`config.mk`:
```
export PLATFORM = sky130hd
export DESIGN_NAME = phpm_port
export DESIGN_NICKNAME = d
export VERILOG_FILES = /design/src/logic/phpm_port.v
export VERILOG_INCLUDE_DIRS = /design/src /design/src/logic
export SDC_FILE = /design/constraint.sdc
export NUM_CORES = 1
export LEC_CHECK = 0
export BUFFER_PORTS_ARGS = -buffer_cell sky130_fd_sc_hd__buf_2
export CORE_MARGIN = 3
export CORE_UTILIZATION = 40
export DETAILED_ROUTE_END_ITERATION = 16
export GPL_TIMING_DRIVEN = 0
export SLEW_MARGIN = 20
export SYNTH_ARGS = -nofsm -noshare
export SYNTH_HDL_FRONTEND = slang
export SYNTH_SLANG_ARGS = --single-unit
```
`constraint.sdc`:
```
create_clock -name ref_clk_i -period 3.45 [get_ports ref_clk_i]
set_input_delay 0.8625 -clock ref_clk_i [delete_from_list [all_inputs] [get_ports ref_clk_i]]
set_output_delay 0.8625 -clock ref_clk_i [all_outputs]
set_load 0.005 [all_outputs]
```
`src/logic/phpm_defs.vh`:
```
`ifndef PHPM_DEFS_VH
`define PHPM_DEFS_VH

// ********************************************************************
// Command word layout, always taken big-endian.
// ********************************************************************
`define PHPM_OP_MSB 15
`define PHPM_OP_LSB 12
`define PHPM_CNT_MSB 11
`define PHPM_CNT_LSB 8
`define PHPM_OFS_MSB 7
`define PHPM_OFS_LSB 0

// ********************************************************************
// Command opcodes.
// ********************************************************************
`define PHPM_OP_SELPAGE 4'h1
`define PHPM_OP_DIR_WR 4'h2
`define PHPM_OP_DIR_RD 4'h3
`define PHPM_OP_PG_WR 4'h4
`define PHPM_OP_PG_RD 4'h5

// ********************************************************************
// Direct page offset of the mailbox flag register.
// ********************************************************************
`define PHPM_FLAG_OFS 8'h00

// ********************************************************************
// Status word bit positions and page field.
// ********************************************************************
`define PHPM_ST_WAIT 0
`define PHPM_ST_INT 1
`define PHPM_ST_CMD 2
`define PHPM_ST_PAGE_MSB 15
`define PHPM_ST_PAGE_LSB 8

// ********************************************************************
// Write FIFO geometry: direct bit, page, offset, data.
// ********************************************************************
`define PHPM_FIFO_W 33
`define PHPM_FIFO_D 4
`define PHPM_FIFO_AW 2

// ********************************************************************
// Reset values and small constants.
// ********************************************************************
`define PHPM_Z16 16'h0000
`define PHPM_Z8 8'h00
`define PHPM_Z5 5'h00
`define PHPM_Z4 4'h0
`define PHPM_ONE5 5'h01
`define PHPM_ONE8 8'h01

`endif

```
`src/logic/phpm_port.v`:
```
// Contract
// All mailbox flags in one 16-bit register
// Host writes set flags, processor clears
// Flag falling raises maskable host interrupt
// Flag rising raises maskable processor interrupt
// Mailboxes carry data one direction only
// Host waits for flag zero first
// Host selects page before paged writes
// First mailbox word holds message length
// Host writes one to hand ownership
// Transaction is command word then data
// Separate strobes or direction plus data strobe
// Direction strobe high reads, low writes
// 8-bit or 16-bit bus width
// Strobes ignored while chip select high
// Wait output active while interface busy
// Wait polarity programmable, tri-state by default
// Byte swap on data, commands big-endian
// Select-high read returns status word
// Status: wait, interrupt, command busy, page
// Select-high write restarts command parser
// Status read leaves parser unchanged
// After completed command next word commands
// Strobes synchronised; data taken at strobe end
`timescale 1ns/100ps
`default_nettype none
`include "phpm_defs.vh"

// ********************************************************************
// Small FIFO with valid and ready on both sides.
// ********************************************************************
module phpm_fifo #(
  parameter W = 33,
  parameter D = 4,
  parameter AW = 2
) (
  input wire ref_clk_i,
  input wire rstn_i,
  input wire in_valid_i,
  output wire in_ready_o,
  input wire [W-1:0] in_data_i,
  output wire out_valid_o,
  input wire out_ready_i,
  output wire [W-1:0] out_data_o
);
  localparam [AW:0] DEPTH = D;
  localparam [AW:0] ZERO = 0;
  localparam [AW:0] ONE = 1;
  localparam [AW-1:0] PONE = 1;
  reg [W-1:0] mem [0:D-1];
  reg [AW-1:0] wp_reg;
  reg [AW-1:0] rp_reg;
  reg [AW:0] cnt_reg;
  reg [AW:0] cnt_next;
  reg valid_reg;
  wire push;
  wire pop;

  // Full and empty follow the fill count.
  assign in_ready_o = (cnt_reg != DEPTH);
  assign out_valid_o = valid_reg;
  assign out_data_o = mem[rp_reg];
  assign push = in_valid_i & in_ready_o;
  assign pop = valid_reg & out_ready_i;

  // Next fill count.
  always @* begin
    cnt_next = cnt_reg;
    if (push & ~pop) begin
      cnt_next = cnt_reg + ONE;
    end else if (pop & ~push) begin
      cnt_next = cnt_reg - ONE;
    end
  end

  // Pointers, count and registered valid.
  always @(posedge ref_clk_i or negedge rstn_i) begin
    if (!rstn_i) begin
      wp_reg <= {AW{1'b0}};
      rp_reg <= {AW{1'b0}};
      cnt_reg <= ZERO;
      valid_reg <= 1'b0;
    end else begin
      cnt_reg <= cnt_next;
      valid_reg <= (cnt_next != ZERO);
      if (push) begin
        wp_reg <= wp_reg + PONE;
      end
      if (pop) begin
        rp_reg <= rp_reg + PONE;
      end
    end
  end

  // Storage has no reset.
  always @(posedge ref_clk_i) begin
    if (push) begin
      mem[wp_reg] <= in_data_i;
    end
  end
endmodule

// ********************************************************************
// Parallel host port with mailbox flags.
// ********************************************************************
module phpm_port (
  input wire ref_clk_i,
  input wire rstn_i,
  input wire cfg_bus16_i,
  input wire cfg_combined_strobe_i,
  input wire cfg_byte_swap_i,
  input wire cfg_wait_en_i,
  input wire cfg_wait_pol_i,
  input wire port_chip_select_n_i,
  input wire command_data_select_i,
  input wire write_strobe_n_i,
  input wire read_strobe_n_i,
  input wire [15:0] parallel_data_bus_i,
  output reg [15:0] parallel_data_bus_o,
  output reg parallel_data_bus_oe_o,
  output reg wait_strobe_o,
  output reg wait_strobe_oe_o,
  input wire [15:0] host_irq_mask_i,
  input wire [15:0] cpu_irq_mask_i,
  input wire [15:0] cpu_flag_clr_i,
  input wire [15:0] cpu_evt_clr_i,
  output reg host_irq_o,
  output reg cpu_irq_o,
  output reg [15:0] cpu_flag_o,
  output wire cpu_wr_valid_o,
  input wire cpu_wr_ready_i,
  output wire cpu_wr_direct_o,
  output wire [7:0] cpu_wr_page_o,
  output wire [7:0] cpu_wr_ofs_o,
  output wire [15:0] cpu_wr_data_o,
  output reg cpu_rd_req_o,
  output reg cpu_rd_direct_o,
  output reg [7:0] cpu_rd_page_o,
  output reg [7:0] cpu_rd_ofs_o,
  input wire cpu_rd_valid_i,
  input wire [15:0] cpu_rd_data_i
);
  localparam [1:0] RS_IDLE = 2'b00;
  localparam [1:0] RS_FETCH = 2'b01;
  localparam [1:0] RS_READY = 2'b10;

  reg wr_s1_reg, wr_s2_reg, wr_s3_reg;
  reg rd_s1_reg, rd_s2_reg, rd_s3_reg;
  reg a1_reg, a2_reg, a3_reg;
  reg [15:0] d1_reg, d2_reg, d3_reg;
  reg ph_reg, ph_next, mark_reg, mark_next, rph_reg, rph_next;
  reg [7:0] hi_reg, hi_next;
  reg command_in_progress_reg, command_in_progress_next;
  reg [3:0] op_reg, op_next;
  reg [4:0] rem_reg, rem_next;
  reg [7:0] ofs_reg, ofs_next, page_reg, page_next;
  reg [1:0] rs_reg, rs_next;
  reg [15:0] rbuf_reg, rbuf_next;
  reg rstat_reg, rstat_next, req_next;
  reg [15:0] flag_reg, flag_next, set_bits;
  reg [15:0] hevt_reg, hevt_next, cevt_reg, cevt_next;
  reg hevt_clr, busy_reg, push_v, word_ok, word_cmd, is_cmd, direct;
  reg [15:0] word, dw, st, rbw, dout;
  wire wr_raw, rd_raw, wr_end, rd_start, rd_end, fifo_ready;

  // ******************************************************************
  // Strobe decode and synchronisers.
  // ******************************************************************

  // Decode strobes per style, gated by chip select.
  assign wr_raw = ~port_chip_select_n_i & (cfg_combined_strobe_i ?
                  (~write_strobe_n_i & ~read_strobe_n_i) : ~write_strobe_n_i);
  assign rd_raw = ~port_chip_select_n_i & (cfg_combined_strobe_i ?
                  (~write_strobe_n_i & read_strobe_n_i) : ~read_strobe_n_i);

  // Strobes pass three flops; select and data ride an equal pipeline.
  always @(posedge ref_clk_i or negedge rstn_i) begin
    if (!rstn_i) begin
      wr_s1_reg <= 1'b0;
      wr_s2_reg <= 1'b0;
      wr_s3_reg <= 1'b0;
      rd_s1_reg <= 1'b0;
      rd_s2_reg <= 1'b0;
      rd_s3_reg <= 1'b0;
      a1_reg <= 1'b0;
      a2_reg <= 1'b0;
      a3_reg <= 1'b0;
      d1_reg <= `PHPM_Z16;
      d2_reg <= `PHPM_Z16;
      d3_reg <= `PHPM_Z16;
    end else begin
      wr_s1_reg <= wr_raw;
      wr_s2_reg <= wr_s1_reg;
      wr_s3_reg <= wr_s2_reg;
      rd_s1_reg <= rd_raw;
      rd_s2_reg <= rd_s1_reg;
      rd_s3_reg <= rd_s2_reg;
      a1_reg <= command_data_select_i;
      a2_reg <= a1_reg;
      a3_reg <= a2_reg;
      d1_reg <= parallel_data_bus_i;
      d2_reg <= d1_reg;
      d3_reg <= d2_reg;
    end
  end

  // A write is taken when its strobe ends, with the last low sample.
  assign wr_end = wr_s3_reg & ~wr_s2_reg;
  assign rd_start = rd_s2_reg & ~rd_s3_reg;
  assign rd_end = rd_s3_reg & ~rd_s2_reg;

  // ******************************************************************
  // Write FIFO toward the internal processor.
  // ******************************************************************

  // Host writes queue here; a full FIFO shows as busy on the wait pin.
  phpm_fifo #(
    .W(`PHPM_FIFO_W),
    .D(`PHPM_FIFO_D),
    .AW(`PHPM_FIFO_AW)
  ) u_fifo (
    .ref_clk_i(ref_clk_i),
    .rstn_i(rstn_i),
    .in_valid_i(push_v),
    .in_ready_o(fifo_ready),
    .in_data_i({direct, page_reg, ofs_reg, dw}),
    .out_valid_o(cpu_wr_valid_o),
    .out_ready_i(cpu_wr_ready_i),
    .out_data_o({cpu_wr_direct_o, cpu_wr_page_o, cpu_wr_ofs_o, cpu_wr_data_o})
  );

  // ******************************************************************
  // Word assembly, parser, read fetch and mailbox flags.
  // ******************************************************************

  // Next state of the whole host-side engine.
  always @* begin
    ph_next = ph_reg;
    mark_next = mark_reg;
    hi_next = hi_reg;
    rph_next = rph_reg;
    command_in_progress_next = command_in_progress_reg;
    op_next = op_reg;
    rem_next = rem_reg;
    ofs_next = ofs_reg;
    page_next = page_reg;
    rs_next = rs_reg;
    rbuf_next = rbuf_reg;
    rstat_next = rstat_reg;
    req_next = cpu_rd_req_o;
    set_bits = `PHPM_Z16;
    hevt_clr = 1'b0;
    push_v = 1'b0;
    word_ok = 1'b0;
    word = d3_reg;
    word_cmd = a3_reg;
    direct = (op_reg == `PHPM_OP_DIR_WR) | (op_reg == `PHPM_OP_DIR_RD);
    // Narrow mode pairs bytes, high byte first.
    if (wr_end) begin
      if (cfg_bus16_i) begin
        word_ok = 1'b1;
      end else if (~ph_reg | (a3_reg & ~mark_reg)) begin
        hi_next = d3_reg[7:0];
        ph_next = 1'b1;
        mark_next = a3_reg;
      end else begin
        word = {hi_reg, d3_reg[7:0]};
        word_ok = 1'b1;
        word_cmd = mark_reg | a3_reg;
        ph_next = 1'b0;
        mark_next = 1'b0;
      end
    end
    // Data words swap when asked; commands never do.
    dw = cfg_byte_swap_i ? {word[7:0], word[15:8]} : word;
    // Select-high write, or idle parser, makes a command.
    is_cmd = word_cmd | ~command_in_progress_reg;
    if (word_ok & is_cmd) begin
      op_next = word[`PHPM_OP_MSB:`PHPM_OP_LSB];
      ofs_next = word[`PHPM_OFS_MSB:`PHPM_OFS_LSB];
      rem_next = {1'b0, word[`PHPM_CNT_MSB:`PHPM_CNT_LSB]} + `PHPM_ONE5;
      rs_next = RS_IDLE;
      req_next = 1'b0;
      rph_next = 1'b0;
      case (word[`PHPM_OP_MSB:`PHPM_OP_LSB])
        `PHPM_OP_SELPAGE: begin
          page_next = word[`PHPM_OFS_MSB:`PHPM_OFS_LSB];
          command_in_progress_next = 1'b0;
        end
        `PHPM_OP_DIR_WR, `PHPM_OP_PG_WR: begin
          command_in_progress_next = 1'b1;
        end
        `PHPM_OP_DIR_RD, `PHPM_OP_PG_RD: begin
          command_in_progress_next = 1'b1;
          rs_next = RS_FETCH;
        end
        default: begin
          command_in_progress_next = 1'b0;
        end
      endcase
    end else if (word_ok & (rs_reg == RS_IDLE)) begin
      // Data words of a write command; reads ignore written data.
      if (direct & (ofs_reg == `PHPM_FLAG_OFS)) begin
        set_bits = dw;
      end else begin
        push_v = 1'b1;
      end
      ofs_next = ofs_reg + `PHPM_ONE8;
      rem_next = rem_reg - `PHPM_ONE5;
      command_in_progress_next = (rem_reg != `PHPM_ONE5);
    end
    // Fetch the next read word ahead of the host strobe.
    if (rs_reg == RS_FETCH) begin
      if (direct & (ofs_reg == `PHPM_FLAG_OFS)) begin
        rbuf_next = flag_reg;
        hevt_clr = 1'b1;
        rs_next = RS_READY;
      end else if (cpu_rd_req_o & cpu_rd_valid_i) begin
        rbuf_next = cpu_rd_data_i;
        req_next = 1'b0;
        rs_next = RS_READY;
      end else begin
        req_next = 1'b1;
      end
    end
    // Status reads touch no parser state.
    if (rd_start) begin
      rstat_next = a2_reg;
    end
    if (rd_end & ~rstat_reg & (rs_reg == RS_READY)) begin
      if (~cfg_bus16_i & ~rph_reg) begin
        rph_next = 1'b1;
      end else begin
        rph_next = 1'b0;
        ofs_next = ofs_reg + `PHPM_ONE8;
        rem_next = rem_reg - `PHPM_ONE5;
        command_in_progress_next = (rem_reg != `PHPM_ONE5);
        rs_next = (rem_reg != `PHPM_ONE5) ? RS_FETCH : RS_IDLE;
      end
    end
    // Host only sets, processor only clears; a set wins.
    flag_next = (flag_reg & ~cpu_flag_clr_i) | set_bits;
    // Falls flag the host, rises flag the processor.
    hevt_next = (hevt_reg & ~{16{hevt_clr}}) | (flag_reg & ~flag_next);
    cevt_next = (cevt_reg & ~cpu_evt_clr_i) | (flag_next & ~flag_reg);
  end

  // Status word and read data selection.
  always @* begin
    st = `PHPM_Z16;
    st[`PHPM_ST_WAIT] = busy_reg;
    st[`PHPM_ST_INT] = host_irq_o;
    st[`PHPM_ST_CMD] = command_in_progress_reg;
    st[`PHPM_ST_PAGE_MSB:`PHPM_ST_PAGE_LSB] = page_reg;
    rbw = cfg_byte_swap_i ? {rbuf_reg[7:0], rbuf_reg[15:8]} : rbuf_reg;
    if (a2_reg) begin
      dout = st;
    end else if (cfg_bus16_i) begin
      dout = rbw;
    end else begin
      dout = {`PHPM_Z8, rph_reg ? rbw[7:0] : rbw[15:8]};
    end
  end

  // State registers and registered outputs.
  always @(posedge ref_clk_i or negedge rstn_i) begin
    if (!rstn_i) begin
      ph_reg <= 1'b0;
      mark_reg <= 1'b0;
      hi_reg <= `PHPM_Z8;
      rph_reg <= 1'b0;
      command_in_progress_reg <= 1'b0;
      op_reg <= `PHPM_Z4;
      rem_reg <= `PHPM_Z5;
      ofs_reg <= `PHPM_Z8;
      page_reg <= `PHPM_Z8;
      rs_reg <= RS_IDLE;
      rbuf_reg <= `PHPM_Z16;
      rstat_reg <= 1'b0;
      flag_reg <= `PHPM_Z16;
      hevt_reg <= `PHPM_Z16;
      cevt_reg <= `PHPM_Z16;
      busy_reg <= 1'b0;
      host_irq_o <= 1'b0;
      cpu_irq_o <= 1'b0;
      cpu_flag_o <= `PHPM_Z16;
      cpu_rd_req_o <= 1'b0;
      cpu_rd_direct_o <= 1'b0;
      cpu_rd_page_o <= `PHPM_Z8;
      cpu_rd_ofs_o <= `PHPM_Z8;
      parallel_data_bus_o <= `PHPM_Z16;
      parallel_data_bus_oe_o <= 1'b0;
      wait_strobe_o <= 1'b0;
      wait_strobe_oe_o <= 1'b0;
    end else begin
      ph_reg <= ph_next;
      mark_reg <= mark_next;
      hi_reg <= hi_next;
      rph_reg <= rph_next;
      command_in_progress_reg <= command_in_progress_next;
      op_reg <= op_next;
      rem_reg <= rem_next;
      ofs_reg <= ofs_next;
      page_reg <= page_next;
      rs_reg <= rs_next;
      rbuf_reg <= rbuf_next;
      rstat_reg <= rstat_next;
      flag_reg <= flag_next;
      hevt_reg <= hevt_next;
      cevt_reg <= cevt_next;
      host_irq_o <= |(hevt_next & ~host_irq_mask_i);
      cpu_irq_o <= |(cevt_next & ~cpu_irq_mask_i);
      cpu_flag_o <= flag_next;
      cpu_rd_req_o <= req_next;
      cpu_rd_direct_o <= direct;
      cpu_rd_page_o <= page_reg;
      cpu_rd_ofs_o <= ofs_next;
      // Busy while a read word is pending or the FIFO is full.
      busy_reg <= (rs_next == RS_FETCH) | ~fifo_ready;
      // Wait pin polarity and drive are programmable, off by default.
      wait_strobe_o <= cfg_wait_pol_i ?
                       ((rs_next == RS_FETCH) | ~fifo_ready) :
                       ~((rs_next == RS_FETCH) | ~fifo_ready);
      wait_strobe_oe_o <= cfg_wait_en_i;
      // Drive the bus while a synchronised read strobe is active.
      parallel_data_bus_o <= dout;
      parallel_data_bus_oe_o <= rd_s2_reg;
    end
  end
endmodule
`default_nettype wire
```
# Word level (Yosys, flattened, before mapping)
# Memories as Yosys holds them, arrays and structs flattened.
# Index checks and enable logic that the tools add are counted.
# Widths: inputs -> output; s select.
dict set report word_totals {
  ff_bits 200
  n_memories 1
  romBits 0
  elab_cells 191
  ram_bits 132
  latchBits 0
  output_inout_bits 89
}
# name depth width rd rd_ports_with_merged_regs wr line_no
set mem_list {}
lappend mem_list {u_fifo.mem 4 33 1 0 1 phpm_port.v:50} ;# reg [W-1:0] mem [0:D-1];
dict set report op_classes {
  multipliers 0
  mux 61
  bitwise_logic 57
  n_reduce_logical 13
  order_cmp 0
  addsub 7
  div 0
  shifts 0
  eq_ne 12
}
# op count
set op_table {}
lappend op_table {{$mux 16} 12}
lappend op_table {{$and 16x16->16} 7}
lappend op_table {{$not 16->16} 7}
lappend op_table {{$or 16x16->16} 3}
lappend op_table {{$mux 8} 5}
lappend op_table {{$mux 1} 32}
lappend op_table {{$reduce_or 16->1} 2}
lappend op_table {{$mux 5} 4}
lappend op_table {{$and 1x1->1} 19}
lappend op_table {{$eq 4x2->1 const B} 4}
lappend op_table {{$not 1->1} 16}
lappend op_table {{$mux 2} 6}
lappend op_table {{$add 8x1->8 const B} 1}
lappend op_table {{$eq 4x3->1 const B} 2}
lappend op_table {{$logic_not 8->1} 1}
lappend op_table {{$mux 3} 2}
lappend op_table {{$reduce_and 2->1} 3}
lappend op_table {{$add 4x1->5 const B} 1}
lappend op_table {{$ne 5x1->1 const B} 1}
lappend op_table {{$or 1x1->1} 5}
lappend op_table {{$sub 5x1->5 const B} 1}
lappend op_table {{$add 2x1->2 const B} 2}
lappend op_table {{$eq 2x1->1 const B} 2}
lappend op_table {{$eq 4x1->1 const B} 1}
lappend op_table {{other kinds (10)} 11}

# Logic depth before layout (Yosys ltp)
dict set report logic_depth {
  word_depth 19
  depth_mapped 10
  ltp_nobuf 9
}

# Cells and area by module
# A second synthesis with hierarchy kept.
dict set report unflattened {
  hier_cells 991
  hier_area_um2 13332.8
}
# module cells_each seq_area_each_um2 n_inst area_per_inst_um2
set by_module_without_submodules {}
lappend by_module_without_submodules {phpm_port 768 4779.6 1 8066.5}
lappend by_module_without_submodules {phpm_fifo 223 4164.0 1 5266.3}

# Worst setup path before layout
# OpenSTA, ideal clock, no wires.
dict set report synth_timing {
  kind {input to register}
  start {in cfg_bus16_i}
  end {reg cpu_irq_o}
  path_slack_ns 0.258
  arrival_ns 3.059
  stages 8
  path_cell_list {or3b_2 buf_6 nor3_4 mux2_2 mux2_2 a2111oi_0 o311a_1 o211ai_1}
}
dict set report synth_via {
  elab_chain_len 11
}
# item line_no
set synth_rtl {}
lappend synth_rtl {{start, declared} phpm_port.v:109} ;# input wire cfg_bus16_i,
lappend synth_rtl {{$mux 16} phpm_port.v:260} ;# if (cfg_bus16_i) begin
lappend synth_rtl {{$mux 16} phpm_port.v:259} ;# if (wr_end) begin
lappend synth_rtl {{$mux 16} phpm_port.v:275} ;# dw = cfg_byte_swap_i ? {word[7:0], word[15:8]} : word;
lappend synth_rtl {{via dw[1]} phpm_port.v:163} ;# reg [15:0] word, dw, st, rbw, dout;
lappend synth_rtl {{$mux 16} phpm_port.v:303} ;# if (direct & (ofs_reg == `PHPM_FLAG_OFS)) begin
lappend synth_rtl {{$mux 16} phpm_port.v:301} ;# end else if (word_ok & (rs_reg == RS_IDLE)) begin
lappend synth_rtl {{$mux 16} phpm_port.v:278} ;# if (word_ok & is_cmd) begin
lappend synth_rtl {{$or 16x16->16} phpm_port.v:342} ;# flag_next = (flag_reg & ~cpu_flag_clr_i) | set_bits;
lappend synth_rtl {{$and 16x16->16} phpm_port.v:345} ;# cevt_next = (cevt_reg & ~cpu_evt_clr_i) | (flag_next & ~flag_reg);
lappend synth_rtl {{$or 16x16->16} phpm_port.v:345}
lappend synth_rtl {{$and 16x16->16} phpm_port.v:412} ;# cpu_irq_o <= |(cevt_next & ~cpu_irq_mask_i);
lappend synth_rtl {{$reduce_or 16->1} phpm_port.v:412}
lappend synth_rtl {{end signal, assigned} phpm_port.v:412}
lappend synth_rtl {{end, declared} phpm_port.v:128} ;# output reg cpu_irq_o,
# The timed path passes the listed nets, and every way through them passes these cells.
# A chain may end at the register's enable or synchronous reset.

# Final worst setup path
dict set report layout_timing {
  start {in cfg_bus16_i}
  end {reg cpu_irq_o}
}
dict set report layout_via {
  elab_chain_len 11
}
# item line_no
set layout_rtl {}
lappend layout_rtl {{$mux 16} phpm_port.v:260}
lappend layout_rtl {{$mux 16} phpm_port.v:259}
lappend layout_rtl {{$mux 16} phpm_port.v:275}
lappend layout_rtl {{$mux 16} phpm_port.v:303}
lappend layout_rtl {{$mux 16} phpm_port.v:301}
lappend layout_rtl {{$mux 16 *} phpm_port.v:278}
lappend layout_rtl {{$or 16x16->16 *} phpm_port.v:342}
lappend layout_rtl {{$and 16x16->16 *} phpm_port.v:345}
lappend layout_rtl {{$or 16x16->16 *} phpm_port.v:345}
lappend layout_rtl {{$and 16x16->16 *} phpm_port.v:412}
lappend layout_rtl {{$reduce_or 16->1 *} phpm_port.v:412}
# Every way passes the cells marked *; elsewhere a longest branch is shown, timed or not.

==> reports/qor.yml <==
clk_pin_slew_ns: 0.06
clkSinkCount: 331
placedCellCount: 1599
power_mw: 11.03
die_w_um: 188.3
multiInputGateArea_mm2: 0.004096
synthesis.area_mm2: 0.01329
largest_reg_flops: 132
synth-seq-area-share_pct: 67.30
ys.flop_type: "dfrtp_1"
syn-num-nets: 1076
status: "completed"
cts_tree: "built"
areaGrowthSynthToFinish_pct: 22.02
clock_path_buffers: 3
powerDensity_mw_per_mm2: 680.1
worstMarginPinSlew_ns: 1.074
overflow: 0
crit_start: "cfg_bus16_i"
path_max_fanout: 10
initial_utilization_pct: 40.74
instances_no_fill: 1662
clockPowerShare_pct: 33.7
place_area_mm2: 0.01499
grt_max_degree: 87
skew_ns: 0.01365
r2r_slack_ns: 0.26
dpl.hpwl_um: 25440
vias: 8818
drv_slew: 0
endpoint_kind: "register"
drive_above_1_share_pct: 28.16
final_util_pct: 49.71
r2r_start: "wr_s2_reg$_DFF_PN0_"
combPwrFrac_pct: 20.3
fin_crit_sh_pct: 96.13
cp_slowest_stage_delay_ns: 0.99
grt_setup_unrepaired: "no"
fp.dieArea_mm2: 0.03545
crit_buf_inv: 2
drc: 0
arrival_ns: 3.73
avgSynthCellArea_um2: 13.92
seqPwrFrac_pct: 46.1
cap_violations: 0
antenna_found_initial: 2
async_reset_ff_share_pct: 60.12
cp.depth: 9
synth_seq_cells: 331
p_leak_nw: 6.705
timing.rr.end: "cpu_irq_o$_DFF_PN0_"
grt_pass1_vias: 9011
setup_viol: 0
wl_per_cell_um: 20.97
fill_cells: 2869
ant_nets: 0
slew_headroom_pct: 26.56
synthCells: 955
power.internal_mw: 7.970
path_cells: "buf_2, or3b_2, buf_6, nor3_4, mux2i_1, a2111oi_0, a2111oi_0, o311a_1, o211ai_1"
p_sw_mw: 3.058
num_io_pins: 198
fmax_mhz: 301.5
worst_slack_ns: 0.1334
drt-vias-per-instance: 5.306
gp_congestion: 0.8627
crit_family: "compound AO/OA/AOI/OAI gates"
portBuffers: 196
first_pass_iters: 5
synth_edf_count: 132
root_buffer: "clkbuf_16"
start_kind: "input pin"
rows: 66
worst_ir_drop_vdd_mv: 0.4346
drtIter0Drc: 614
pre_cts_slack_ns: -0.5362
worstRegToRegCells: 8
cts_htree_levels: 2
seqCellArea_mm2: 0.008944
postCtsHoldBufs: 0
worst-setup-path-type: "input pin to register"
finalNetCount: 1316
min_period_ns: 3.317
gr-usage-all-layers_pct: 19.49
final_cell_mix: "199 x dfrtp_1, 195 x buf_2, 132 x edfxtp_1"
cp.required_ns: 3.86
final_common_cell: "dfrtp_1"
hold_class: "input pin to async pin"
clock_latency_ns: 0.50
top_register: "u_fifo.mem"
finalSetupTns_ns: 0
wl_um: 34850
whs_ns: 0.2516
critPathSlowestCell: "a2111oi_0"
grt_pass1_wl_um: 53430
die_h_um: 188.3
crit_top_cell: "a2111oi_0"
hold_viol: 0
core-area_mm2: 0.03262
netSwitchingFraction_pct: 27.73
finalInstanceArea_mm2: 0.01622
synth.distinct_cells: 72
numCtsBuffers: 35
yosysWarnings: 0
cell usage after synthesis (7+ instances only):
cell type    n  area share [%]
inv_1       41             1.2
a21oi_1     41             1.5
clkbuf_1    27            0.76
a32o_1      13            0.98
o21ai_0     52             2.0
xnor2_1     10            0.66
and2_1       7            0.33
mux4_2      33             5.6
o22ai_1     19            0.89
o31ai_1      8            0.45
nand2b_1    28             1.3
nor3_1      11            0.41
nor2_1      81             2.3
nand4_1      9            0.42
mux2i_1     22             1.7
a31oi_1     16            0.75
dfrtp_1    199              37
edfxtp_1   132              30
nand3_1     12            0.45
nand3b_1     8            0.45
mux2_2      20             1.7
ha_1        12             1.1
nand2_1     55             1.6
power groups by stage:
stage / registers, mW / clock network [mW] / logic [mW]
finish: 5.08 / 3.71 / 2.24
global route: 5.15 / 3.97 / 2.49
CTS: 5.08 / 3.81 / 2.28
detailed placement: 5.13 / 0 / 2.27
global placement: 5.11 / 0 / 2.24
floorplan: 4.97 / 0 / 1.42
area by class of cell:
type	instances	area share, %
buffer	32	0.9414
clock inverter	11	0.6636
multi-input combinational	549	25.26
antenna	2	0.03086
timing repair buffer	204	7.130
sequential	331	55.15
inverter	42	0.9722
tap	442	3.410
clock buffer	49	6.435
worst max path at each step:
stage / slack, ns / endpoint
after floorplan: 0.26 / cpu_irq_o$_DFF_PN0_
after global placement: -1.88 / cpu_rd_page_o[1]$_DFF_PN0_
after detailed placement: -0.54 / host_irq_o$_DFF_PN0_
after CTS: 0.03 / host_irq_o$_DFF_PN0_
after global routing: 0.01 / host_irq_o$_DFF_PN0_
final: 0.13 / cpu_irq_o$_DFF_PN0_
metal layers:
metal | vias up | global-route usage (%) | part of all wire, %
li1 | 4043 | - | -
met1 | 4400 | 27.86 | 44
met2 | 311 | 30.30 | 47
met3 | 64 | 4.093 | 6.3
met4 | 0 | 5.801 | 2.5
met5 | - | 0 | 0
cells by family after synthesis:
| group | count (synthesis) | synth area share [%] |
|---|---|---|
| XOR/XNOR | 14 | 0.9226 |
| buffers and inverters | 75 | 2.175 |
| flip-flops | 331 | 67.30 |
| adder cells (fa/ha/maj) | 14 | 1.280 |
| multiplexers | 75 | 8.945 |
| AO/OA/AOI/OAI | 200 | 9.924 |
| AND/OR/NAND/NOR | 246 | 9.453 |
repair_timing:
| item | in CTS | in global routing |
|---|---|---|
| buffers inserted | 0 | 2 |
| resized for setup | 9 | 6 |
| setup endpoints to repair | 63 | 2 |
| endpoints found under the hold margin | 0 | 0 |
| pin swaps | 0 | 1 |
No activity file was read; power rests on OpenSTA's default activity.
